$ cat src/lcd_ext_consts.svh
/*
 command codes, operand field positions and reset values of the extended
 command decoder. assumes inclusion by bare name from design files.
*/
`ifndef LCD_EXT_CONSTS_SVH
`define LCD_EXT_CONSTS_SVH

`define CMD_AUTO_MOVE      8'h60
`define CMD_FONT_SELECT    8'h70
`define CMD_DATA_WR_INC    8'hc0
`define CMD_DATA_RD_INC    8'hc1
`define CMD_DATA_WR_DEC    8'hc2
`define CMD_DATA_RD_DEC    8'hc3
`define CMD_DATA_WR_KEEP   8'hc4
`define CMD_DATA_RD_KEEP   8'hc5
`define CMD_CURSOR_SET     8'h21
`define CMD_ADDR_SET_LOCAL 8'h24
`define AUTO_MOVE_BIT      0
`define FONT_SEL_HI        1
`define FONT_SEL_LO        0
`define FONT_BANK_DEFAULT  2'h0
`define FONT_BANK_FIRST    2'h1
`define FONT_BANK_SECOND   2'h2
`define AUTO_MOVE_RST      1'b0

`endif

$ cat src/lcd_ext_pkg.sv
/*
 types shared by the extended command decoder.
 assumes nothing of its surroundings.
*/
package lcd_ext_pkg;
   typedef enum logic [1:0] {
      ST_OP0  = 2'b00,
      ST_OP1  = 2'b01,
      ST_OP2  = 2'b11
   } opnd_state_e;
endpackage : lcd_ext_pkg

$ cat src/lcd_ext_cmd_cursor_font.sv
/*
 extended command decoder: cursor auto-move, font bank select, data
 access with pointer stepping. assumes host strobes are one-cycle pulses
 synchronous to clk_i, operand bytes precede the command byte.
*/
`timescale 1ns/1ps
`include "lcd_ext_consts.svh"

// Function
// host writes two operand bytes before the auto-move command byte.
// second operand byte is ignored for auto-move and font select.
// auto-move enable follows first operand bit 0; other bits ignored.
// when auto-move enabled, cursor steps with every data write or read.
// command 70h selects font bank from first operand bits 1..0.
// field 10 first bank, 11 second bank; 00 and 01 no selection.
// reset disables auto-move, default font; settings hold until reissued.
// auto-move steps the cursor pointer loaded by cursor set.
// data write with increment stores at address pointer then increments.
module lcd_ext_cmd_cursor_font #(
   parameter int ADDR_W = 16
) (
   input  wire logic              clk_i,
   input  wire logic              rst_i,
   input  wire logic              data_wr_i,
   input  wire logic              cmd_wr_i,
   input  wire logic [7:0]        bus_i,
   output logic                   auto_move_o,
   output logic [1:0]             font_bank_o,
   output logic [ADDR_W-1:0]      cursor_ptr_o,
   output logic [ADDR_W-1:0]      display_addr_pointer_o,
   output logic                   mem_wr_o,
   output logic                   mem_rd_o,
   output logic [ADDR_W-1:0]      mem_addr_o,
   output logic [7:0]             mem_data_o
);
   lcd_ext_pkg::opnd_state_e st_q, st_d;
   logic [7:0]        first_operand_q, first_operand_d;
   logic [7:0]        second_operand_q, second_operand_d;
   logic              auto_q, auto_d;
   logic [1:0]        font_q, font_d;
   logic              wr_q, wr_d, rd_q, rd_d;
   logic [ADDR_W-1:0] maddr_q, maddr_d;
   logic [7:0]        mdata_q, mdata_d;
   logic              aptr_load, aptr_inc, aptr_dec;
   logic              cur_load, cur_inc, cur_dec;
   logic              access;
   logic              step_up;
   logic [ADDR_W-1:0] aptr;
   logic [ADDR_W-1:0] operand_word;

   assign operand_word = ADDR_W'({second_operand_q, first_operand_q});

   // operand stack and command decode
   always_comb begin
      st_d             = st_q;
      first_operand_d  = first_operand_q;
      second_operand_d = second_operand_q;
      auto_d           = auto_q;
      font_d           = font_q;
      wr_d             = 1'b0;
      rd_d             = 1'b0;
      maddr_d          = maddr_q;
      mdata_d          = mdata_q;
      aptr_load        = 1'b0;
      aptr_inc         = 1'b0;
      aptr_dec         = 1'b0;
      cur_load         = 1'b0;
      access           = 1'b0;
      step_up          = 1'b0;
      if (data_wr_i) begin
         // operands land in order; a third byte overwrites the second
         case (st_q)
            lcd_ext_pkg::ST_OP0: begin
               first_operand_d = bus_i;
               st_d            = lcd_ext_pkg::ST_OP1;
            end
            lcd_ext_pkg::ST_OP1, lcd_ext_pkg::ST_OP2: begin
               second_operand_d = bus_i;
               st_d             = lcd_ext_pkg::ST_OP2;
            end
            default: st_d = lcd_ext_pkg::ST_OP0;
         endcase
      end else if (cmd_wr_i) begin
         st_d = lcd_ext_pkg::ST_OP0;
         case (bus_i)
            `CMD_AUTO_MOVE: begin
               auto_d = first_operand_q[`AUTO_MOVE_BIT];
            end
            `CMD_FONT_SELECT: begin

               case (first_operand_q[`FONT_SEL_HI:`FONT_SEL_LO])
                  2'h2:    font_d = `FONT_BANK_FIRST;
                  2'h3:    font_d = `FONT_BANK_SECOND;
                  default: font_d = font_q;
               endcase
            end
            `CMD_CURSOR_SET: begin
               cur_load = 1'b1;
            end
            `CMD_DATA_WR_INC, `CMD_DATA_WR_DEC, `CMD_DATA_WR_KEEP: begin
               wr_d     = 1'b1;
               maddr_d  = aptr;
               mdata_d  = first_operand_q;
               access   = 1'b1;
               aptr_inc = (bus_i == `CMD_DATA_WR_INC);
               aptr_dec = (bus_i == `CMD_DATA_WR_DEC);
               step_up  = (bus_i != `CMD_DATA_WR_DEC);
            end
            `CMD_DATA_RD_INC, `CMD_DATA_RD_DEC, `CMD_DATA_RD_KEEP: begin
               rd_d     = 1'b1;
               maddr_d  = aptr;
               access   = 1'b1;
               aptr_inc = (bus_i == `CMD_DATA_RD_INC);
               aptr_dec = (bus_i == `CMD_DATA_RD_DEC);
               step_up  = (bus_i != `CMD_DATA_RD_DEC);
            end
            `CMD_ADDR_SET_LOCAL: begin
               aptr_load = 1'b1;
            end
            default: begin
            end
         endcase
      end
   end

   // cursor steps down on decrement accesses and up on all other data accesses while auto-move is on
   assign cur_inc = access & auto_q & step_up;
   assign cur_dec = access & auto_q & ~step_up;

   // state registers; reset values give auto-move off and default font
   always_ff @(posedge clk_i) begin
      if (rst_i) begin
         st_q             <= lcd_ext_pkg::ST_OP0;
         first_operand_q  <= 8'h00;
         second_operand_q <= 8'h00;
         auto_q           <= `AUTO_MOVE_RST;
         font_q           <= `FONT_BANK_DEFAULT;
         wr_q             <= 1'b0;
         rd_q             <= 1'b0;
         maddr_q          <= '0;
         mdata_q          <= 8'h00;
      end else begin
         st_q             <= st_d;
         first_operand_q  <= first_operand_d;
         second_operand_q <= second_operand_d;
         auto_q           <= auto_d;
         font_q           <= font_d;
         wr_q             <= wr_d;
         rd_q             <= rd_d;
         maddr_q          <= maddr_d;
         mdata_q          <= mdata_d;
      end
   end

   ptr_step #(.WIDTH(ADDR_W)) u_addr_ptr (
      .clk_i      (clk_i),
      .rst_i      (rst_i),
      .load_i     (aptr_load),
      .load_val_i (operand_word),
      .inc_i      (aptr_inc),
      .dec_i      (aptr_dec),
      .ptr_o      (aptr)
   );

   ptr_step #(.WIDTH(ADDR_W)) u_cursor (
      .clk_i      (clk_i),
      .rst_i      (rst_i),
      .load_i     (cur_load),
      .load_val_i (operand_word),
      .inc_i      (cur_inc),
      .dec_i      (cur_dec),
      .ptr_o      (cursor_ptr_o)
   );

   assign auto_move_o            = auto_q;
   assign font_bank_o            = font_q;
   assign display_addr_pointer_o = aptr;
   assign mem_wr_o               = wr_q;
   assign mem_rd_o               = rd_q;
   assign mem_addr_o             = maddr_q;
   assign mem_data_o             = mdata_q;

   // auto-move setting tracks operand bit 0 one cycle after the command
   a_auto_move_set: assert property (@(posedge clk_i) disable iff (rst_i)
      cmd_wr_i && !data_wr_i && bus_i == `CMD_AUTO_MOVE
      |=> auto_move_o == $past(first_operand_q[0]))
      else $error("auto-move setting wrong");

   // second operand never changes auto-move outcome
   a_second_ignored: assert property (@(posedge clk_i) disable iff (rst_i)
      cmd_wr_i && !data_wr_i && bus_i == `CMD_AUTO_MOVE && first_operand_q[0]
      |=> auto_move_o)
      else $error("second operand affected auto-move");

   // cursor steps up by one with each write-increment access when enabled
   a_cursor_step: assert property (@(posedge clk_i) disable iff (rst_i)
      cmd_wr_i && !data_wr_i && bus_i == `CMD_DATA_WR_INC && auto_move_o
      |=> cursor_ptr_o == $past(cursor_ptr_o) + ADDR_W'(1))
      else $error("cursor did not step");

   // cursor stands still when auto-move disabled, except on cursor set
   a_cursor_hold: assert property (@(posedge clk_i) disable iff (rst_i)
      !auto_move_o && !(cmd_wr_i && bus_i == `CMD_CURSOR_SET)
      |=> $stable(cursor_ptr_o))
      else $error("cursor moved while disabled");

   // font code 10 picks the first bank
   a_font_first: assert property (@(posedge clk_i) disable iff (rst_i)
      cmd_wr_i && !data_wr_i && bus_i == `CMD_FONT_SELECT
      && first_operand_q[1:0] == 2'h2 |=> font_bank_o == `FONT_BANK_FIRST)
      else $error("first font bank not selected");

   a_font_keep: assert property (@(posedge clk_i) disable iff (rst_i)
      cmd_wr_i && !data_wr_i && bus_i == `CMD_FONT_SELECT
      && !first_operand_q[1] |=> $stable(font_bank_o))
      else $error("font changed on no-select code");

   // settings hold without a new command
   a_setting_hold: assert property (@(posedge clk_i) disable iff (rst_i)
      !cmd_wr_i |=> $stable(auto_move_o) && $stable(font_bank_o))
      else $error("setting changed without command");

   // data write stores at pointer then pointer increments
   a_write_inc: assert property (@(posedge clk_i) disable iff (rst_i)
      cmd_wr_i && !data_wr_i && bus_i == `CMD_DATA_WR_INC
      |=> mem_wr_o && mem_addr_o == $past(aptr)
      && display_addr_pointer_o == $past(aptr) + ADDR_W'(1))
      else $error("write increment wrong");

   // cursor set loads the operand word
   a_cursor_load: assert property (@(posedge clk_i) disable iff (rst_i)
      cmd_wr_i && !data_wr_i && bus_i == `CMD_CURSOR_SET
      |=> cursor_ptr_o == $past(operand_word))
      else $error("cursor load wrong");
endmodule : lcd_ext_cmd_cursor_font

$ cat src/ptr_step.sv
/*
 pointer stepper: loads, increments or decrements a pointer.
 assumes one-cycle load and step strobes from the decoder.
*/
`timescale 1ns/1ps
module ptr_step #(
   parameter int WIDTH = 16
) (
   input  wire logic             clk_i,
   input  wire logic             rst_i,
   input  wire logic             load_i,
   input  wire logic [WIDTH-1:0] load_val_i,
   input  wire logic             inc_i,
   input  wire logic             dec_i,
   output logic      [WIDTH-1:0] ptr_o
);
   logic [WIDTH-1:0] ptr_d;

   // load beats a step issued in the same cycle
   always_comb begin
      ptr_d = ptr_o;
      if (load_i) begin
         ptr_d = load_val_i;
      end else if (inc_i) begin
         ptr_d = ptr_o + WIDTH'(1);
      end else if (dec_i) begin
         ptr_d = ptr_o - WIDTH'(1);
      end
   end

   always_ff @(posedge clk_i) begin
      if (rst_i) begin
         ptr_o <= '0;
      end else begin
         ptr_o <= ptr_d;
      end
   end
endmodule : ptr_step

$ cat config.mk
export PLATFORM = sky130hd
export DESIGN_NAME = lcd_ext_cmd_cursor_font
export DESIGN_NICKNAME = d
export VERILOG_FILES = /design/src/lcd_ext_pkg.sv /design/src/lcd_ext_cmd_cursor_font.sv /design/src/ptr_step.sv
export VERILOG_INCLUDE_DIRS = /design/src
export SDC_FILE = /design/constraint.sdc
export NUM_CORES = 1
export LEC_CHECK = 0
export BUFFER_PORTS_ARGS = -buffer_cell sky130_fd_sc_hd__buf_2
export CAP_MARGIN = 20
export CORE_UTILIZATION = 30
export DETAILED_ROUTE_END_ITERATION = 12
export MAX_ROUTING_LAYER = met4
export PLACE_DENSITY = 0.47
export SYNTH_ARGS = -nofsm -noshare
export SYNTH_HDL_FRONTEND = slang
export SYNTH_HIERARCHICAL = 1
export SYNTH_SLANG_ARGS = --single-unit
$ cat constraint.sdc
create_clock -name clk_i -period 8.75 [get_ports clk_i]
set_clock_uncertainty 0.1 [all_clocks]
set_input_delay 1.75 -clock clk_i [delete_from_list [all_inputs] [get_ports clk_i]]
set_output_delay 1.75 -clock clk_i [all_outputs]
set_load 0.02 [all_outputs]
After elaboration in Yosys (flattened, before gate mapping) --
Cells that the tools add are included.
Word-level totals: register bits after elaboration 79, input bits 12, output and inout bits 61, word-level logic and storage cells 83
Cells by class: add/subtract/negate cells 4, equality and inequality tests 16, muxes and demuxes 30, bitwise gates (word level) 6, reductions and logical operators 16
Operators by type and width (number):
- $mux W16 | 6
- $eq A8 B8 Y1 const B | 6
- $add A16 B1 Y16 const B | 2
- $sub A16 B1 Y16 const B | 2
- $mux W1 | 17
- $eq A8 B6 Y1 const B | 2
- $eq A8 B7 Y1 const B | 2
- $ne A8 B8 Y1 const B | 2
- $reduce_and A3 Y1 | 3
- $reduce_or A3 Y1 | 3
- $pmux W2 S2 | 2
- $eq A2 B2 Y1 const B | 3
- $pmux W1 S2 | 3
- $reduce_bool A3 Y1 | 2
- $reduce_or A6 Y1 | 1
- $mux W2 | 2
- $reduce_and A2 Y1 | 2
- $reduce_and A4 Y1 | 1
- $reduce_bool A2 Y1 | 2
- $and A1 B1 Y1 | 3
- $not A1 Y1 | 3
- $eq A2 B1 Y1 const B | 1
- $logic_not A2 Y1 | 1
- $reduce_or A2 Y1 | 1

Depth between registers and ports, before layout --
word-level depth 10, mapped depth 13, depth with buffers taken out 11

Modules after synthesis --
Netlist, hierarchy kept.
By module, submodules not included:
- lcd_ext_cmd_cursor_font | instances 1, cells an instance 222, area each 2062.0 µm², sequential area each 940.9 µm²
- ptr_step at u_addr_ptr | instances 1, cells an instance 192, area each 1531.5 µm², sequential area each 320.3 µm²
- ptr_step at u_cursor | instances 1, cells an instance 193, area each 1519.0 µm², sequential area each 320.3 µm²

Worst setup path after synthesis --
Ideal clock, no wire load.
path kind input to register, start point input data_wr_i, end point register u_addr_ptr.ptr_o[9], setup time 0.086 ns, data arrival time 5.044 ns, required time 8.564 ns, path slack 3.520 ns, stages 12, path buffers 1, cell sequence buf_6 nor4b_2 nand2_1 nor3_1 inv_1 ha_1 a211oi_2 o211ai_2 a41oi_2 xnor2_1 o21ai_1 a221oi_2
Between the ends: word-level cells in the longest chain between the ends 3, elaborated cells on any way between the ends 6, classes of those cells 5 x mux; 1 x reduce/logical
RTL lines:
- start: declaration | RTL line lcd_ext_cmd_cursor_font.sv:24 | input wire logic data_wr_i,
- $mux W1 (*) | RTL line lcd_ext_cmd_cursor_font.sv:70 | if (data_wr_i) begin
- via aptr_inc | RTL line lcd_ext_cmd_cursor_font.sv:44 | logic aptr_load, aptr_inc, aptr_dec;
- $mux W16 | RTL line ptr_step.sv:24 | end else if (inc_i) begin
- $mux W16 | RTL line ptr_step.sv:22 | if (load_i) begin
- end signal: assignment | RTL line ptr_step.sv:35 | ptr_o <= ptr_d;
- end: declaration | RTL line ptr_step.sv:15 | output logic [WIDTH-1:0] ptr_o
Mark *: on every way through the listed nets, which the timed path passes. The rest lies on a longest branch. A chain may end at the register's enable or synchronous reset.

Worst setup path after layout --
start point input bus_i[5], end point register u_addr_ptr.ptr_o[9]
Between the ends: word-level cells in the longest chain between the ends 7, elaborated cells on any way between the ends 21, classes of those cells 7 x eq/ne; 11 x mux; 3 x reduce/logical
RTL lines:
- start: declaration | RTL line lcd_ext_cmd_cursor_font.sv:26 | input wire logic [7:0] bus_i,
- $eq A8 B8 Y1 | RTL line lcd_ext_cmd_cursor_font.sv:85 | case (bus_i)
- $reduce_or A3 Y1 | RTL line lcd_ext_cmd_cursor_font.sv:85
- $pmux W1 S2 (*) | RTL line lcd_ext_cmd_cursor_font.sv:85
- $mux W1 (*) | RTL line lcd_ext_cmd_cursor_font.sv:83 | end else if (cmd_wr_i) begin
- $mux W1 (*) | RTL line lcd_ext_cmd_cursor_font.sv:70
- via aptr_inc | RTL line lcd_ext_cmd_cursor_font.sv:44
- $mux W16 | RTL line ptr_step.sv:24
- $mux W16 | RTL line ptr_step.sv:22
Marked as above.

==> results.tsv <==
stage	metric	value	unit
run_status	outcome	complete, no violations	
logic_synthesis	flops & latches, synth	79	
timing	Max Freq	183	MHz
floorplan	Starting Density	0.308	
critical_path	Setup crit end kind	register	
cells_and_area	layout cells sized above 1	0.186	
global_routing	first-pass GRT wire length	24300	um
cells_and_area	Final Util	0.352	
route	DR vias/cell	5.32	
floorplan	chip width	133	um
clock_tree	root buf cell	clkbuf_16	
timing	Setup WS post-layout	3.28	ns
global_routing	initial antenna violation count	0	
clock_tree	CTS tree	yes	
route	DR iter-0 viols	319	
logic_synthesis	Post-Syn Area	5110	um^2
route	Antenna Nets Post-Route	0	
logic_synthesis	Netlist cell types	75	
timing	# setup viols final	0	
placement	placed cell count	860	
critical_path	Max stage delay on crit path	0.71	ns
timing	Setup TNS	0	ns
timing	Slew Limit Fails	0	
timing	RSZ-0062 raised after global routing	no	
clock_tree	H-tree levels	3	
route	routed vias	4657	
timing	final hold vios	0	
cells_and_area	Final Net Count	693	
route	# DRC	0	
placement	Port-buffer cells	72	
logic_synthesis	EDFF count, synth	0	
critical_path	slowest CP cell	nor3_1	
global_routing	GRT Overall Usage	0.182	
floorplan	DIE HEIGHT	133	um
global_routing	largest net degree at the start of global routing	92	
timing	period utilization	0.625	
clock_tree	TritonCTS buffer count	9	
floorplan	core area	16600	um^2
placement	dpl hpwl	11000	um
timing	minimum clock period	5.47	ns
pwr	Peak VDD IR	0.111	mV
pwr	P_leak	2.57	nW
logic_synthesis	top area cells in the synthesized netlist	dfxtp_1 (31%), ha_1 (6.9%), a21oi_1 (6.5%)	
logic_synthesis	dominant synthesized flop cell	dfxtp_1	
global_routing	vias in the first global route	4434	
critical_path	arrival time worst endpoint	5.62	ns
logic_synthesis	post-synth top area cell	dfxtp_1	
timing	Worst slew margin	0.295	
logic_synthesis	Post-Syn Nets	649	
clock_tree	CTS resizes	0	
placement	post-place setup slack	2.97	ns
critical_path	CP Class	in2reg	
floorplan	DIE AREA	17600	um^2
logic_synthesis	Syn. warnings	6	
clock_tree	clock-pin slew on the worst setup and hold paths	0.06	ns
clock_tree	deepest clock path buffer count	2	
route	routed wire length	15200	um
critical_path	CP top delay family	simple AND/OR/NAND/NOR gates	
logic_synthesis	post-synthesis cell count	607	
logic_synthesis	sequential fraction of the synthesis area	0.309	
cells_and_area	Finished Layout Cells	875	
timing	slew at the pin closest to its max-slew limit	1.06	ns
floorplan	I/O pin total	73	
pwr	power density cells	138	nW/um^2
logic_synthesis	Async S/R FF share, synth	0	
flow_run	max cap viols	0	
critical_path	WP data required	8.91	ns
logic_synthesis	syn_area_per_cell	8.42	um^2
clock_tree	hold buffer count at cts	0	
critical_path	Critical Path Source Type	input pin	
route	First-pass DRT Iterations	4	
logic_synthesis	Yosys top cell area share	0.309	
clock_tree	Skew-Pair Late Insertion Delay	0.35	ns
placement	Final Wtd Congestion	0.857	
route	wire per inst	17.4	um
cells_and_area	ANT cells	0	
critical_path	CP cell instances	buf_2 > and3b_1 > nand2_1 > nor3_1 > inv_1 > ha_1 > a211oi_2 > o211ai_2 > a41oi_2 > xnor2_1 > o21ai_1 > a221oi_2	
floorplan	FP Rows	47	
critical_path	worst-path fanout max	18	
clock_tree	post-CTS setup buffers	0	
worst_hold_path	worst min path class	reg2reg	
cells_and_area	Layout fillers	1749	
global_routing	GRT overflow	0	
clock_tree	clock tree sinks	79	
cells_and_area	Synth-to-Final Area Change	14.2	%
critical_path	Bufs and invs on worst path	2	
[layer usage]
metal  share of wire  track usage  vias up
met2            0.45        0.283      119
met4           0.019       0.0562        0
met3           0.041       0.0379       19
met1            0.49        0.235     2204
li1                -            -     2315
met5               0            -        -
[metrics by stage]
stage | total power, mW | hold slack (ns) | area [um^2]
floorplan | 0.415 | 0.344 | 5110
global placement | 0.431 | 0.358 | 5550
detailed placement | 0.432 | 0.363 | 5550
CTS | 0.815 | 0.372 | 5840
global route | 0.836 | 0.392 | 5840
finish | 0.807 | 0.369 | 5840
[final cells by class]
| cell class | instances | area, um^2 | share of cell area |
|---|---|---|---|
| Multi-Input combinational cell | 465 | 3220 | 0.552 |
| Clock inverter | 5 | 58.8 | 0.0101 |
| Sequential cell | 79 | 1580 | 0.271 |
| Clock buffer | 10 | 229 | 0.0392 |
| Timing Repair Buffer | 78 | 405 | 0.0694 |
| Inverter | 18 | 67.6 | 0.0116 |
| Tap cell | 220 | 275 | 0.0471 |
[cells in the final DEF, fill, tap and decap left out, types with 4 or more instances in the layout]
master     count
nor2b_1        9
clkbuf_16      9
and3_1         7
a221oi_1       4
and2_1         4
a21oi_2        4
xor2_1         4
o21ai_0       13
nand4b_1      17
o31ai_1       17
nand2_1       44
o22ai_1        5
a21o_1        15
nor2_1        45
buf_4          6
mux2i_1       21
o21ai_1        7
nor3b_1        4
nor3_1        19
dfxtp_1       79
a21oi_1       66
xnor2_1       12
nand3_1       14
or3_1          5
nand2b_1      20
nand4_1        5
a211oi_1       6
o21a_1         6
inv_1         18
buf_2         72
ha_1          28
[worst reg2reg max path, cell delays in order (launching register included)]
cell and delay [ns]:
dfxtp_1 0.37, nand3_1 0.13, nor2_1 0.35, inv_1 0.38, ha_1 0.56, a21o_1 0.23
a31oi_2 0.07, a21o_4 0.25, a211oi_1 0.36, nor3_1 0.11, nor4b_2 0.25
[power by group]
part	leakage, nW	total (mW)	switching (mW)	internal, mW
registers	0.638	0.373	0.00875	0.364
clock network	0.135	0.383	0.163	0.220
logic	1.80	0.0509	0.0321	0.0189
total	2.57	0.807	0.203	0.604
[Yosys cell counts (4+ instances only)]
master and n:
inv_1 18, nand2b_1 20, o21ai_1 7, nor2_1 45, and2_1 4, dfxtp_1 79
nand4b_1 17, nand4_1 5, o31ai_1 17, clkbuf_1 28, a21oi_1 66, xnor2_1 12
nand3_1 14, a221oi_1 4, nor2b_1 9, and3_1 7, buf_2 4, o22ai_1 5
o21ai_0 13, xor2_1 4, ha_1 28, nand2_1 44, a21oi_2 4, buf_6 7
nor3b_1 4, a211oi_1 6, or3_1 5, nor3_1 19, mux2i_1 21, o21a_1 6
a21o_1 15
[sequential cells by signal, indices dropped and copies added (netlist names)]
name and flops:
mem_rd_o 1, u_cursor/ptr_o 16, u_addr_ptr/ptr_o 16, mem_wr_o 1
mem_data_o 8, font_bank_o 2, mem_addr_o 16, auto_move_o 1
second_operand_q 8, st_q 2, first_operand_q 8
[path summary, 6_finish.rpt]
path	from	end	slack (ns)	cells after the start
max	bus_i[5]	u_addr_ptr/ptr_o[9]	3.28	12
min reg2reg	mem_addr_o[14]	mem_addr_o[14]	0.37	2
min	mem_addr_o[14]	mem_addr_o[14]	0.37	2
max reg2reg	auto_move_o	u_cursor/ptr_o[13]	5.51	10
[cell families after synthesis]
family                   after synthesis  synth area share
XOR/XNOR                              16            0.0274
buffers and inverters                 63            0.0604
multiplexers                          23            0.0463
AND/OR/NAND/NOR                      214             0.233
flip-flops                            79             0.309
AO/OA/AOI/OAI                        182             0.248
adder cells (fa/ha/maj)               30            0.0764
(Power assumes the default switching activity.)
